--- src/core/meter_regs_pkg.sv ---
// Shared constants for the receive power meter configuration bank
package meter_regs_pkg;
   localparam int METERS   = 2;   // Meters b and c
   localparam int SAMPLE_W = 16;  // Receive sample width
   localparam int ACC_W    = 48;  // Energy accumulator width
   localparam int COUNT_W  = 24;  // Sample counters, hold 8*(2^21-1)+1
   localparam int LEN_W    = 21;  // Length and period fields
   localparam int ADDR_W   = 8;   // APB byte address width
   localparam int UNIT_SHIFT = 3; // Eight samples per count unit

   // Fixed sample tails added to the eight-sample products
   localparam logic [1:0] START_EXTRA  = 2'h2;
   localparam logic [1:0] ACCUM_EXTRA  = 2'h1;
   localparam logic [1:0] PERIOD_EXTRA = 2'h1;

   // Word indices; the byte address is four times the index
   localparam logic [5:0] IDX_B_ACCUM_LOW   = 6'h0c;
   localparam logic [5:0] IDX_B_RESTART_LOW = 6'h0d;
   localparam logic [5:0] IDX_B_START_OFS   = 6'h0e;
   localparam logic [5:0] IDX_B_SETUP       = 6'h0f;
   localparam logic [5:0] IDX_C_ACCUM_LOW   = 6'h10;
   localparam logic [5:0] IDX_C_RESTART_LOW = 6'h11;
   localparam logic [5:0] IDX_C_START_OFS   = 6'h12;
   localparam logic [5:0] IDX_C_SETUP       = 6'h13;
   localparam logic [5:0] IDX_IRQ_STATUS    = 6'h18;
   localparam logic [5:0] IDX_IRQ_MASK      = 6'h19;
   localparam logic [5:0] IDX_B_POWER_LOW   = 6'h1a;
   localparam logic [5:0] IDX_B_POWER_HIGH  = 6'h1b;
   localparam logic [5:0] IDX_C_POWER_LOW   = 6'h1c;
   localparam logic [5:0] IDX_C_POWER_HIGH  = 6'h1d;

   // Low two index bits pick the word within one meter group
   localparam logic [1:0] SLOT_ACCUM   = 2'h0;
   localparam logic [1:0] SLOT_RESTART = 2'h1;
   localparam logic [1:0] SLOT_OFFSET  = 2'h2;
   localparam logic [1:0] SLOT_SETUP   = 2'h3;

   // Field positions
   localparam int LINE_LSB     = 10; // Delay line offset 15:10
   localparam int ACC_HI_LSB   = 11; // Length bits 20:16 at 15:11
   localparam int RST_TOP_LSB  = 8;  // Period bits 20:18 at 10:8
   localparam int RST_MID_LSB  = 6;  // Period bits 17:16 at 7:6

   // Writable bits; the rest are unused and read zero
   localparam logic [15:0] OFFSET_WR_MASK = 16'hfdff;
   localparam logic [15:0] SETUP_WR_MASK  = 16'hffc7;
   localparam logic [15:0] REG_RESET      = 16'h0000;
endpackage

--- src/core/meter_link_if.sv ---
`timescale 1ns/10ps
// Settings into one meter engine, result back out
interface meter_link_if
   import meter_regs_pkg::*;
#(
   parameter int AW = ACC_W
);
   logic [LEN_W-1:0] accum_length;   // Length, eight-sample units
   logic [LEN_W-1:0] restart_period; // Period, eight-sample units
   logic [8:0]       start_offset;   // Delay from sync
   logic [AW-1:0]    power;          // Last finished sum
   logic             done;           // One-cycle completion pulse

   modport engine (input accum_length, restart_period, start_offset,
                   output power, done);
   modport bank   (output accum_length, restart_period, start_offset,
                   input power, done);
endinterface

--- src/core/input_power_meter_config.sv ---
// Decided for this implementation: register access over APB.
`timescale 1ns/10ps
// How it works
// - Accumulation length: 21 bits, split across registers.
// - Restart period low sixteen bits held separately.
// - Restart period high bits live in setup.
// - Nine-bit start offset after sync, eight-sample units.
// - Six-bit delay line offset; larger means longer.
// - Three-bit sync source select per delay line.
// - Meter b offset drives path b, c likewise.
// - Summing starts 8*offset+2 samples after sync.
// - After 8*length+1 samples, result readable, interrupt.
// - Period of 8*field+1 samples relaunches summing.
// - Square in-phase, add quadrature in complex mode.
module input_power_meter_config
   import meter_regs_pkg::*;
#(
   parameter int SW = SAMPLE_W,  // Sample width
   parameter int AW = ACC_W      // Accumulator width, above 32
) (
   input  wire logic              clock,
   input  wire logic              reset_n,
   input  wire logic              psel,
   input  wire logic              penable,
   input  wire logic              pwrite,
   input  wire logic [ADDR_W-1:0] paddr,
   input  wire logic [31:0]       pwdata,
   output logic [31:0]            prdata,
   output logic                   pready,
   output logic                   pslverr,
   input  wire logic              sample_valid,
   input  wire logic              sync_pulse,
   input  wire logic              complex_mode,
   input  wire logic [SW-1:0]     in_phase_sample_b,
   input  wire logic [SW-1:0]     quadrature_sample_b,
   input  wire logic [SW-1:0]     in_phase_sample_c,
   input  wire logic [SW-1:0]     quadrature_sample_c,
   output logic [5:0]             delay_offset_b,
   output logic [5:0]             delay_offset_c,
   output logic [2:0]             sync_select_b,
   output logic [2:0]             sync_select_c,
   output logic                   irq
);
   logic [5:0]        idx;         // Word index of the access
   logic              cfg_meter;   // Meter c group when high
   logic              setup_phase; // First APB cycle
   logic              access;      // Second APB cycle
   logic              known;       // Address maps to a register
   logic              wr_en;       // Write takes effect now
   logic [31:0]       rd_word;     // Read mux output
   logic [31:0]       prdata_reg;  // Read data launched in setup
   logic [METERS-1:0] status_reg;  // Sticky completion bits
   logic [METERS-1:0] status_next;
   logic [METERS-1:0] mask_reg;    // Interrupt enables
   logic              irq_reg;     // Registered interrupt level

   wire [15:0]        cfg_rd [METERS];   // Per-meter read word
   wire [AW-1:0]      power_w [METERS];  // Per-meter result
   wire [METERS-1:0]  done_w;            // Per-meter completion
   wire [5:0]         line_ofs [METERS]; // Delay line offsets
   wire [2:0]         sync_sel [METERS]; // Sync source selects
   wire [SW-1:0]      ip_w [METERS];     // In-phase per meter
   wire [SW-1:0]      qd_w [METERS];     // Quadrature per meter

   // Meter configuration words sit at indices 0x0c to 0x13
   function automatic logic is_cfg(input logic [5:0] i);
      is_cfg = i >= IDX_B_ACCUM_LOW && i <= IDX_C_SETUP;
   endfunction

   // Any mapped, word-aligned register
   function automatic logic is_known(input logic [5:0] i,
                                     input logic [1:0] lo);
      is_known = lo == 2'h0 &&
                 (is_cfg(i) ||
                  (i >= IDX_IRQ_STATUS && i <= IDX_C_POWER_HIGH));
   endfunction

   assign idx         = paddr[ADDR_W-1:2];
   assign cfg_meter   = idx >= IDX_C_ACCUM_LOW;
   assign setup_phase = psel && !penable;
   assign access      = psel && penable;
   assign known       = is_known(idx, paddr[1:0]);
   assign wr_en       = access && pwrite && known;

   // Zero wait states; unmapped or misaligned addresses error out
   assign pready  = 1'b1;
   assign pslverr = access && !known;
   assign prdata  = prdata_reg;

   assign ip_w[0] = in_phase_sample_b;
   assign qd_w[0] = quadrature_sample_b;
   assign ip_w[1] = in_phase_sample_c;
   assign qd_w[1] = quadrature_sample_c;

   // One register group, link and engine per meter
   for (genvar m = 0; m < METERS; m++) begin : g_meter
      logic [15:0] accum_low_reg;   // Length bits 15:0
      logic [15:0] restart_low_reg; // Period bits 15:0
      logic [15:0] offset_reg;      // Line offset and start delay
      logic [15:0] setup_reg;       // High bits and sync select
      logic        sel;             // Write aimed at this meter

      assign sel = wr_en && is_cfg(idx) && cfg_meter == 1'(m);

      // Register writes; unused bits are never stored
      always_ff @(posedge clock or negedge reset_n) begin
         if (!reset_n) begin
            accum_low_reg   <= REG_RESET;
            restart_low_reg <= REG_RESET;
            offset_reg      <= REG_RESET;
            setup_reg       <= REG_RESET;
         end else if (sel) begin
            case (idx[1:0])
               SLOT_ACCUM: begin
                  accum_low_reg <= pwdata[15:0];
               end
               SLOT_RESTART: begin
                  restart_low_reg <= pwdata[15:0];
               end
               SLOT_OFFSET: begin
                  offset_reg <= pwdata[15:0] & OFFSET_WR_MASK;
               end
               SLOT_SETUP: begin
                  setup_reg <= pwdata[15:0] & SETUP_WR_MASK;
               end
               default: begin
                  setup_reg <= setup_reg;
               end
            endcase
         end
      end

      // Read back the stored word of the addressed slot
      assign cfg_rd[m] = idx[1:0] == SLOT_ACCUM   ? accum_low_reg   :
                         idx[1:0] == SLOT_RESTART ? restart_low_reg :
                         idx[1:0] == SLOT_OFFSET  ? offset_reg      :
                                                    setup_reg;

      meter_link_if #(.AW(AW)) link ();

      // Length: five high bits from setup above the low word
      assign link.accum_length = {setup_reg[ACC_HI_LSB +: 5],
                                  accum_low_reg};
      // Period: 20:18 in the upper byte, 17:16 in the lower
      assign link.restart_period = {setup_reg[RST_TOP_LSB +: 3],
                                    setup_reg[RST_MID_LSB +: 2],
                                    restart_low_reg};
      assign link.start_offset = offset_reg[8:0];
      assign line_ofs[m] = offset_reg[LINE_LSB +: 6];
      assign sync_sel[m] = setup_reg[2:0];
      assign power_w[m]  = link.power;
      assign done_w[m]   = link.done;

      meter_engine #(
         .SW (SW),
         .AW (AW)
      ) u_engine (
         .clock             (clock),
         .reset_n           (reset_n),
         .sample_valid      (sample_valid),
         .sync_pulse        (sync_pulse),
         .complex_mode      (complex_mode),
         .in_phase_sample   (ip_w[m]),
         .quadrature_sample (qd_w[m]),
         .link              (link.engine)
      );
   end

   // Each meter feeds its own receive path
   assign delay_offset_b = line_ofs[0];
   assign delay_offset_c = line_ofs[1];
   assign sync_select_b  = sync_sel[0];
   assign sync_select_c  = sync_sel[1];

   // Read mux; narrow words sit low, everything above reads zero
   always_comb begin
      rd_word = '0;
      if (!known) begin
         rd_word = '0;
      end else if (is_cfg(idx)) begin
         rd_word = 32'(cfg_rd[cfg_meter]);
      end else begin
         case (idx)
            IDX_IRQ_STATUS: begin
               rd_word = 32'(status_reg);
            end
            IDX_IRQ_MASK: begin
               rd_word = 32'(mask_reg);
            end
            IDX_B_POWER_LOW: begin
               rd_word = power_w[0][31:0];
            end
            IDX_B_POWER_HIGH: begin
               rd_word = 32'(power_w[0][AW-1:32]);
            end
            IDX_C_POWER_LOW: begin
               rd_word = power_w[1][31:0];
            end
            IDX_C_POWER_HIGH: begin
               rd_word = 32'(power_w[1][AW-1:32]);
            end
            default: begin
               rd_word = '0;
            end
         endcase
      end
   end

   // Read data launched in setup so it stands through the access
   always_ff @(posedge clock or negedge reset_n) begin
      if (!reset_n) begin
         prdata_reg <= '0;
      end else if (setup_phase && !pwrite) begin
         prdata_reg <= rd_word;
      end
   end

   // Write-one-to-clear, but a new completion beats the clear
   always_comb begin
      status_next = status_reg;
      if (wr_en && idx == IDX_IRQ_STATUS) begin
         status_next = status_reg & ~pwdata[METERS-1:0];
      end
      status_next = status_next | done_w;
   end

   // Sticky completion status
   always_ff @(posedge clock or negedge reset_n) begin
      if (!reset_n) begin
         status_reg <= '0;
      end else begin
         status_reg <= status_next;
      end
   end

   // Interrupt mask
   always_ff @(posedge clock or negedge reset_n) begin
      if (!reset_n) begin
         mask_reg <= '0;
      end else if (wr_en && idx == IDX_IRQ_MASK) begin
         mask_reg <= pwdata[METERS-1:0];
      end
   end

   // Level interrupt, one cycle behind status to stay glitch free
   always_ff @(posedge clock or negedge reset_n) begin
      if (!reset_n) begin
         irq_reg <= 1'b0;
      end else begin
         irq_reg <= |(status_reg & mask_reg);
      end
   end

   assign irq = irq_reg;
endmodule

--- src/core/meter_engine.sv ---
`timescale 1ns/10ps
// One meter: waits out the start offset after sync, then squares and
// sums samples; a restart-period counter relaunches the sum.
module meter_engine
   import meter_regs_pkg::*;
#(
   parameter int SW = SAMPLE_W,  // Sample width
   parameter int AW = ACC_W      // Accumulator width
) (
   input  wire logic          clock,
   input  wire logic          reset_n,
   input  wire logic          sample_valid,
   input  wire logic          sync_pulse,
   input  wire logic          complex_mode,
   input  wire logic [SW-1:0] in_phase_sample,
   input  wire logic [SW-1:0] quadrature_sample,
   meter_link_if.engine       link
);
   typedef enum logic [1:0] {IDLE, DELAY, ACCUM, HOLD} phase_type;

   phase_type          phase_reg;     // Sequencer state
   logic [COUNT_W-1:0] delay_cnt_reg; // Samples since sync
   logic [COUNT_W-1:0] acc_cnt_reg;   // Samples summed so far
   logic [COUNT_W-1:0] per_cnt_reg;   // Samples into the period
   logic [AW-1:0]      acc_reg;       // Running energy
   logic [AW-1:0]      power_reg;     // Finished energy
   logic               done_reg;      // Completion pulse
   logic [AW-1:0]      sq_sum;        // This sample's energy
   logic [COUNT_W-1:0] start_target;
   logic [COUNT_W-1:0] accum_target;
   logic [COUNT_W-1:0] period_target;
   logic               start_due;
   logic               accum_due;
   logic               restart_due;

   // Units of eight samples plus a fixed tail
   function automatic logic [COUNT_W-1:0] to_samples(
      input logic [LEN_W-1:0] units, input logic [1:0] extra);
      to_samples = (COUNT_W'(units) << UNIT_SHIFT) + COUNT_W'(extra);
   endfunction

   // Square of a signed sample, widened to the accumulator
   function automatic logic [AW-1:0] square(input logic [SW-1:0] s);
      logic signed [2*SW-1:0] p;
      p = $signed(s) * $signed(s);
      square = AW'(p);
   endfunction

   assign start_target  = to_samples(LEN_W'(link.start_offset),
                                     START_EXTRA);
   assign accum_target  = to_samples(link.accum_length,
                                     ACCUM_EXTRA);
   assign period_target = to_samples(link.restart_period,
                                     PERIOD_EXTRA);

   // Quadrature energy only counts in complex mode
   always_comb begin
      sq_sum = square(in_phase_sample) +
               (complex_mode ? square(quadrature_sample) : '0);
   end

   // Sync always wins, so a fresh sync re-aligns a running meter
   assign start_due   = !sync_pulse && sample_valid && phase_reg == DELAY
                        && delay_cnt_reg + COUNT_W'(1) == start_target;
   assign accum_due   = !sync_pulse && sample_valid && phase_reg == ACCUM
                        && acc_cnt_reg + COUNT_W'(1) == accum_target;
   assign restart_due = !sync_pulse && sample_valid &&
                        (phase_reg == ACCUM || phase_reg == HOLD) &&
                        per_cnt_reg + COUNT_W'(1) == period_target;

   // Sequencer and sample counters
   always_ff @(posedge clock or negedge reset_n) begin
      if (!reset_n) begin
         phase_reg     <= IDLE;
         delay_cnt_reg <= '0;
         acc_cnt_reg   <= '0;
         per_cnt_reg   <= '0;
      end else if (sync_pulse) begin
         phase_reg     <= DELAY;
         delay_cnt_reg <= '0;
      end else if (sample_valid) begin
         case (phase_reg)
            DELAY: begin
               delay_cnt_reg <= delay_cnt_reg + COUNT_W'(1);
               if (start_due) begin
                  phase_reg   <= ACCUM;
                  acc_cnt_reg <= '0;
                  per_cnt_reg <= '0;
               end
            end
            ACCUM, HOLD: begin
               per_cnt_reg <= per_cnt_reg + COUNT_W'(1);
               if (restart_due) begin
                  phase_reg   <= ACCUM;
                  acc_cnt_reg <= '0;
                  per_cnt_reg <= '0;
               end else if (accum_due) begin
                  phase_reg <= HOLD;
               end else if (phase_reg == ACCUM) begin
                  acc_cnt_reg <= acc_cnt_reg + COUNT_W'(1);
               end
            end
            default: begin
               phase_reg <= IDLE;
            end
         endcase
      end
   end

   // Energy accumulator, emptied at every launch
   always_ff @(posedge clock or negedge reset_n) begin
      if (!reset_n) begin
         acc_reg <= '0;
      end else if (sync_pulse || start_due || restart_due) begin
         acc_reg <= '0;
      end else if (sample_valid && phase_reg == ACCUM) begin
         acc_reg <= acc_reg + sq_sum;
      end
   end

   // Result capture with one-cycle completion pulse
   always_ff @(posedge clock or negedge reset_n) begin
      if (!reset_n) begin
         power_reg <= '0;
         done_reg  <= 1'b0;
      end else begin
         done_reg <= accum_due;
         if (accum_due) begin
            power_reg <= acc_reg + sq_sum;
         end
      end
   end

   assign link.power = power_reg;
   assign link.done  = done_reg;
endmodule

--- config.mk ---
export PLATFORM = sky130hd
export DESIGN_NAME = input_power_meter_config
export DESIGN_NICKNAME = d
export VERILOG_FILES = /design/src/core/meter_regs_pkg.sv /design/src/core/meter_link_if.sv /design/src/core/input_power_meter_config.sv /design/src/core/meter_engine.sv
export SDC_FILE = /design/constraint.sdc
export NUM_CORES = 2
export LEC_CHECK = 0
export BUFFER_PORTS_ARGS = -buffer_cell sky130_fd_sc_hd__buf_2
export CAP_MARGIN = 20
export CORE_MARGIN = 2
export CORE_UTILIZATION = 50
export CTS_BUF_LIST = sky130_fd_sc_hd__clkbuf_4
export CTS_CLUSTER_SIZE = 20
export DETAILED_ROUTE_END_ITERATION = 6
export GPL_ROUTABILITY_DRIVEN = 0
export PLACE_DENSITY = 0.66
export SLEW_MARGIN = 20
export SYNTH_ARGS = -nofsm -noshare
export SYNTH_HDL_FRONTEND = slang
export SYNTH_HIERARCHICAL = 1
export SYNTH_SLANG_ARGS = --single-unit
--- constraint.sdc ---
create_clock -name clock -period 11.1 [get_ports clock]
set_clock_uncertainty 0.05 [all_clocks]
set_input_delay 1.11 -clock clock [delete_from_list [all_inputs] [get_ports clock]]
set_output_delay 1.11 -clock clock [all_outputs]
set_load 0.02 [all_outputs]
==> impl_metrics.tcl <==
set metrics [dict create \
    worst_slew_pin_slew_ps 1090 \
    synthMuxAreaShare_pct 3.16 \
    crit_fanout 11 \
    die_area_um2 143000 \
    rows 137 \
    finalWirelength_um 176000 \
    ys_seq_area_share_pct 17.8 \
    crit_top_cell "fa_1" \
    synth_edf_count 0 \
    antenna_left 0 \
    nNetsFinal 9491 \
    drv_cap 0 \
    synthTopCellsByArea "fa_1 30%, dfrtp_1 18%, inv_1 8.9%" \
    die_w_um 378 \
    root_buffer "clkbuf_4" \
    synthXorXnorAreaFrac_pct 5.72 \
    drt-vias-per-instance 5.44 \
    finalCoreUtilization_pct 53.4 \
    synth_nets 9411 \
    synth_top_family_by_area "adder cells" \
    ys_top_cells_by_count "1657 x inv_1, 1034 x fa_1, 822 x nand2_1" \
    grt_max_degree 145 \
    cp_slowest_stage_delay_ps 570 \
    status "finished clean" \
    ys_ff_latch 499 \
    portBuffers 147 \
    crit_arrival_ps 11050 \
    yosysTopAreaCell "fa_1" \
    htree_levels 4 \
    hold_viol 0 \
    die-height_um 378 \
    detail_route.wl_per_cell_um 17.8 \
    clkLatencyLatePin_ps 1000 \
    clk_pin_slew_ps 70 \
    timing.final.crit_share_pct 92.2 \
    period_needed_ps 10230 \
    synth.most_common_cell "inv_1" \
    crit_start "in_phase_sample_b[2]" \
    hold_class "input pin to asynchronous set/reset pin" \
    worst_setup_path_end_kind "flop" \
    synth_top_area_share_pct 29.5 \
    rsz0062_at_grt "no" \
    grt_pass1_vias 55200 \
    core_um2 139000 \
    synth-adder-area-share_pct 37.7 \
    synth_warnings 6 \
    grt_util_all_layers_pct 25.4 \
    netlist_area_um2 70100 \
    vias 53700 \
    ctsHoldBuffers 0 \
    max_freq_mhz 97.8 \
    finalSetupViolCount 0 \
    syn2layout_area_growth_pct 6.14 \
    ys.flop_type "dfrtp_1" \
    io_pins 165 \
    cts_buffer_depth 3 \
    grt_overflow 0 \
    synth-simple-area-share_pct 14.1 \
    avgSynthCellArea_um2 8.97 \
    dp_hpwl_um 141000 \
    post_cts_resized 0 \
    antenna_found_initial 7 \
    start_util_pct 50.3 \
    tritoncts "built" \
    maxSlewViolCount 0 \
    slew_headroom_pct 26.4 \
    initialDrtViolationCount 4213 \
    r2r_start "g_meter[1].u_engine/per_cnt_reg[0]" \
    cts_buffers 141 \
    numClockSinks 499 \
    synth-compound-area-share_pct 10.6 \
    synth_cells 7811 \
    drive_gt1_share_pct 8.61 \
    crit_slowest_cell "fa_1" \
    path_class "input pin to flop" \
    post-cts-setup-buffer-count 0 \
    synth-async-reset-ratio_pct 100 \
    finalSetupTns_ps 0 \
    crit_required_ps 11920 \
    drtPass1Iterations 5 \
    ys_types 110 \
    cp-start-kind "input pin" \
    route.detailed.drc 0 \
    grt_pass1_wl_um 290000 \
]
## placed cells by master (no fill, tap or decap), types with 116 or more instances in the layout
| cell type | netlist | routed |
|---|---|---|
| fa_1 | 1034 | 1034 |
| xor2_1 | 194 | 194 |
| o21ai_0 | 269 | 269 |
| ha_1 | 454 | 454 |
| nand3_1 | 117 | 116 |
| xnor2_1 | 248 | 247 |
| buf_2 | 48 | 146 |
| nand2_1 | 822 | 821 |
| a21oi_1 | 312 | 312 |
| clkbuf_4 | 0 | 189 |
| and2_1 | 207 | 207 |
| inv_1 | 1657 | 1657 |
| dfrtp_1 | 499 | 499 |
| nor2_1 | 405 | 401 |
## logic make-up after synthesis
kind of cell    count (synthesis)
fa+ha+maj                    1488
other cells                     1
flops                         499
compound gates               1162
mux                           184
buf+inv                      1971
xor+xnor                      448
simple gates                 2058
## final timing paths
path	endpoint	slack (ps)	cells past startpoint
max	g_meter[0].u_engine/acc_reg[47]	870	36
min	g_meter[0].u_engine/acc_cnt_reg[1]	180	1
max reg2reg	g_meter[1].u_engine/per_cnt_reg[22]	6100	10
min reg2reg	status_reg[1]	390	1
max in group asynchronous	g_meter[1].u_engine/link.power[9]	8600	3
min in group clock	status_reg[1]	390	1
## layout make-up
class	count	area [um2]
fill	13000	65000
antenna	7	17.5
multi-input combinational	5341	50000
inverter	1660	6230
timing repair buffer	248	1520
clock buffer	189	1420
sequential	499	12500
clock inverter	54	342
tap	1876	2350
## critical path, delay by kind of cell
kind	cells	cell delay (ps)
fa+ha+maj	9	4390
compound gates	11	2730
buf+inv	9	1140
xor+xnor	3	870
simple gates	4	800
## metrics by stage
step                      setup WS (ps)  hold slack, ps  cell area [um2]  std cells
final                               871             176            74400       9874
after global routing                387             207            74400       9872
after CTS                          1030             157            74300       9867
after detailed placement          -61.4             366            72600       9624
after global placement              170             364            72600       9624
after floorplan                     180             354            70100       7811
## metal layers
metal,track usage (%),up-vias,share of wire (%)
met4,6.24,6,2.1
met2,42.0,1453,48
met5,0,-,0.024
met3,3.92,229,6.3
li1,-,25000,-
met1,35.0,27000,44
Power is not shown: default switching activity piles up to over one toggle a cycle in this logic, so the estimate is an artifact.
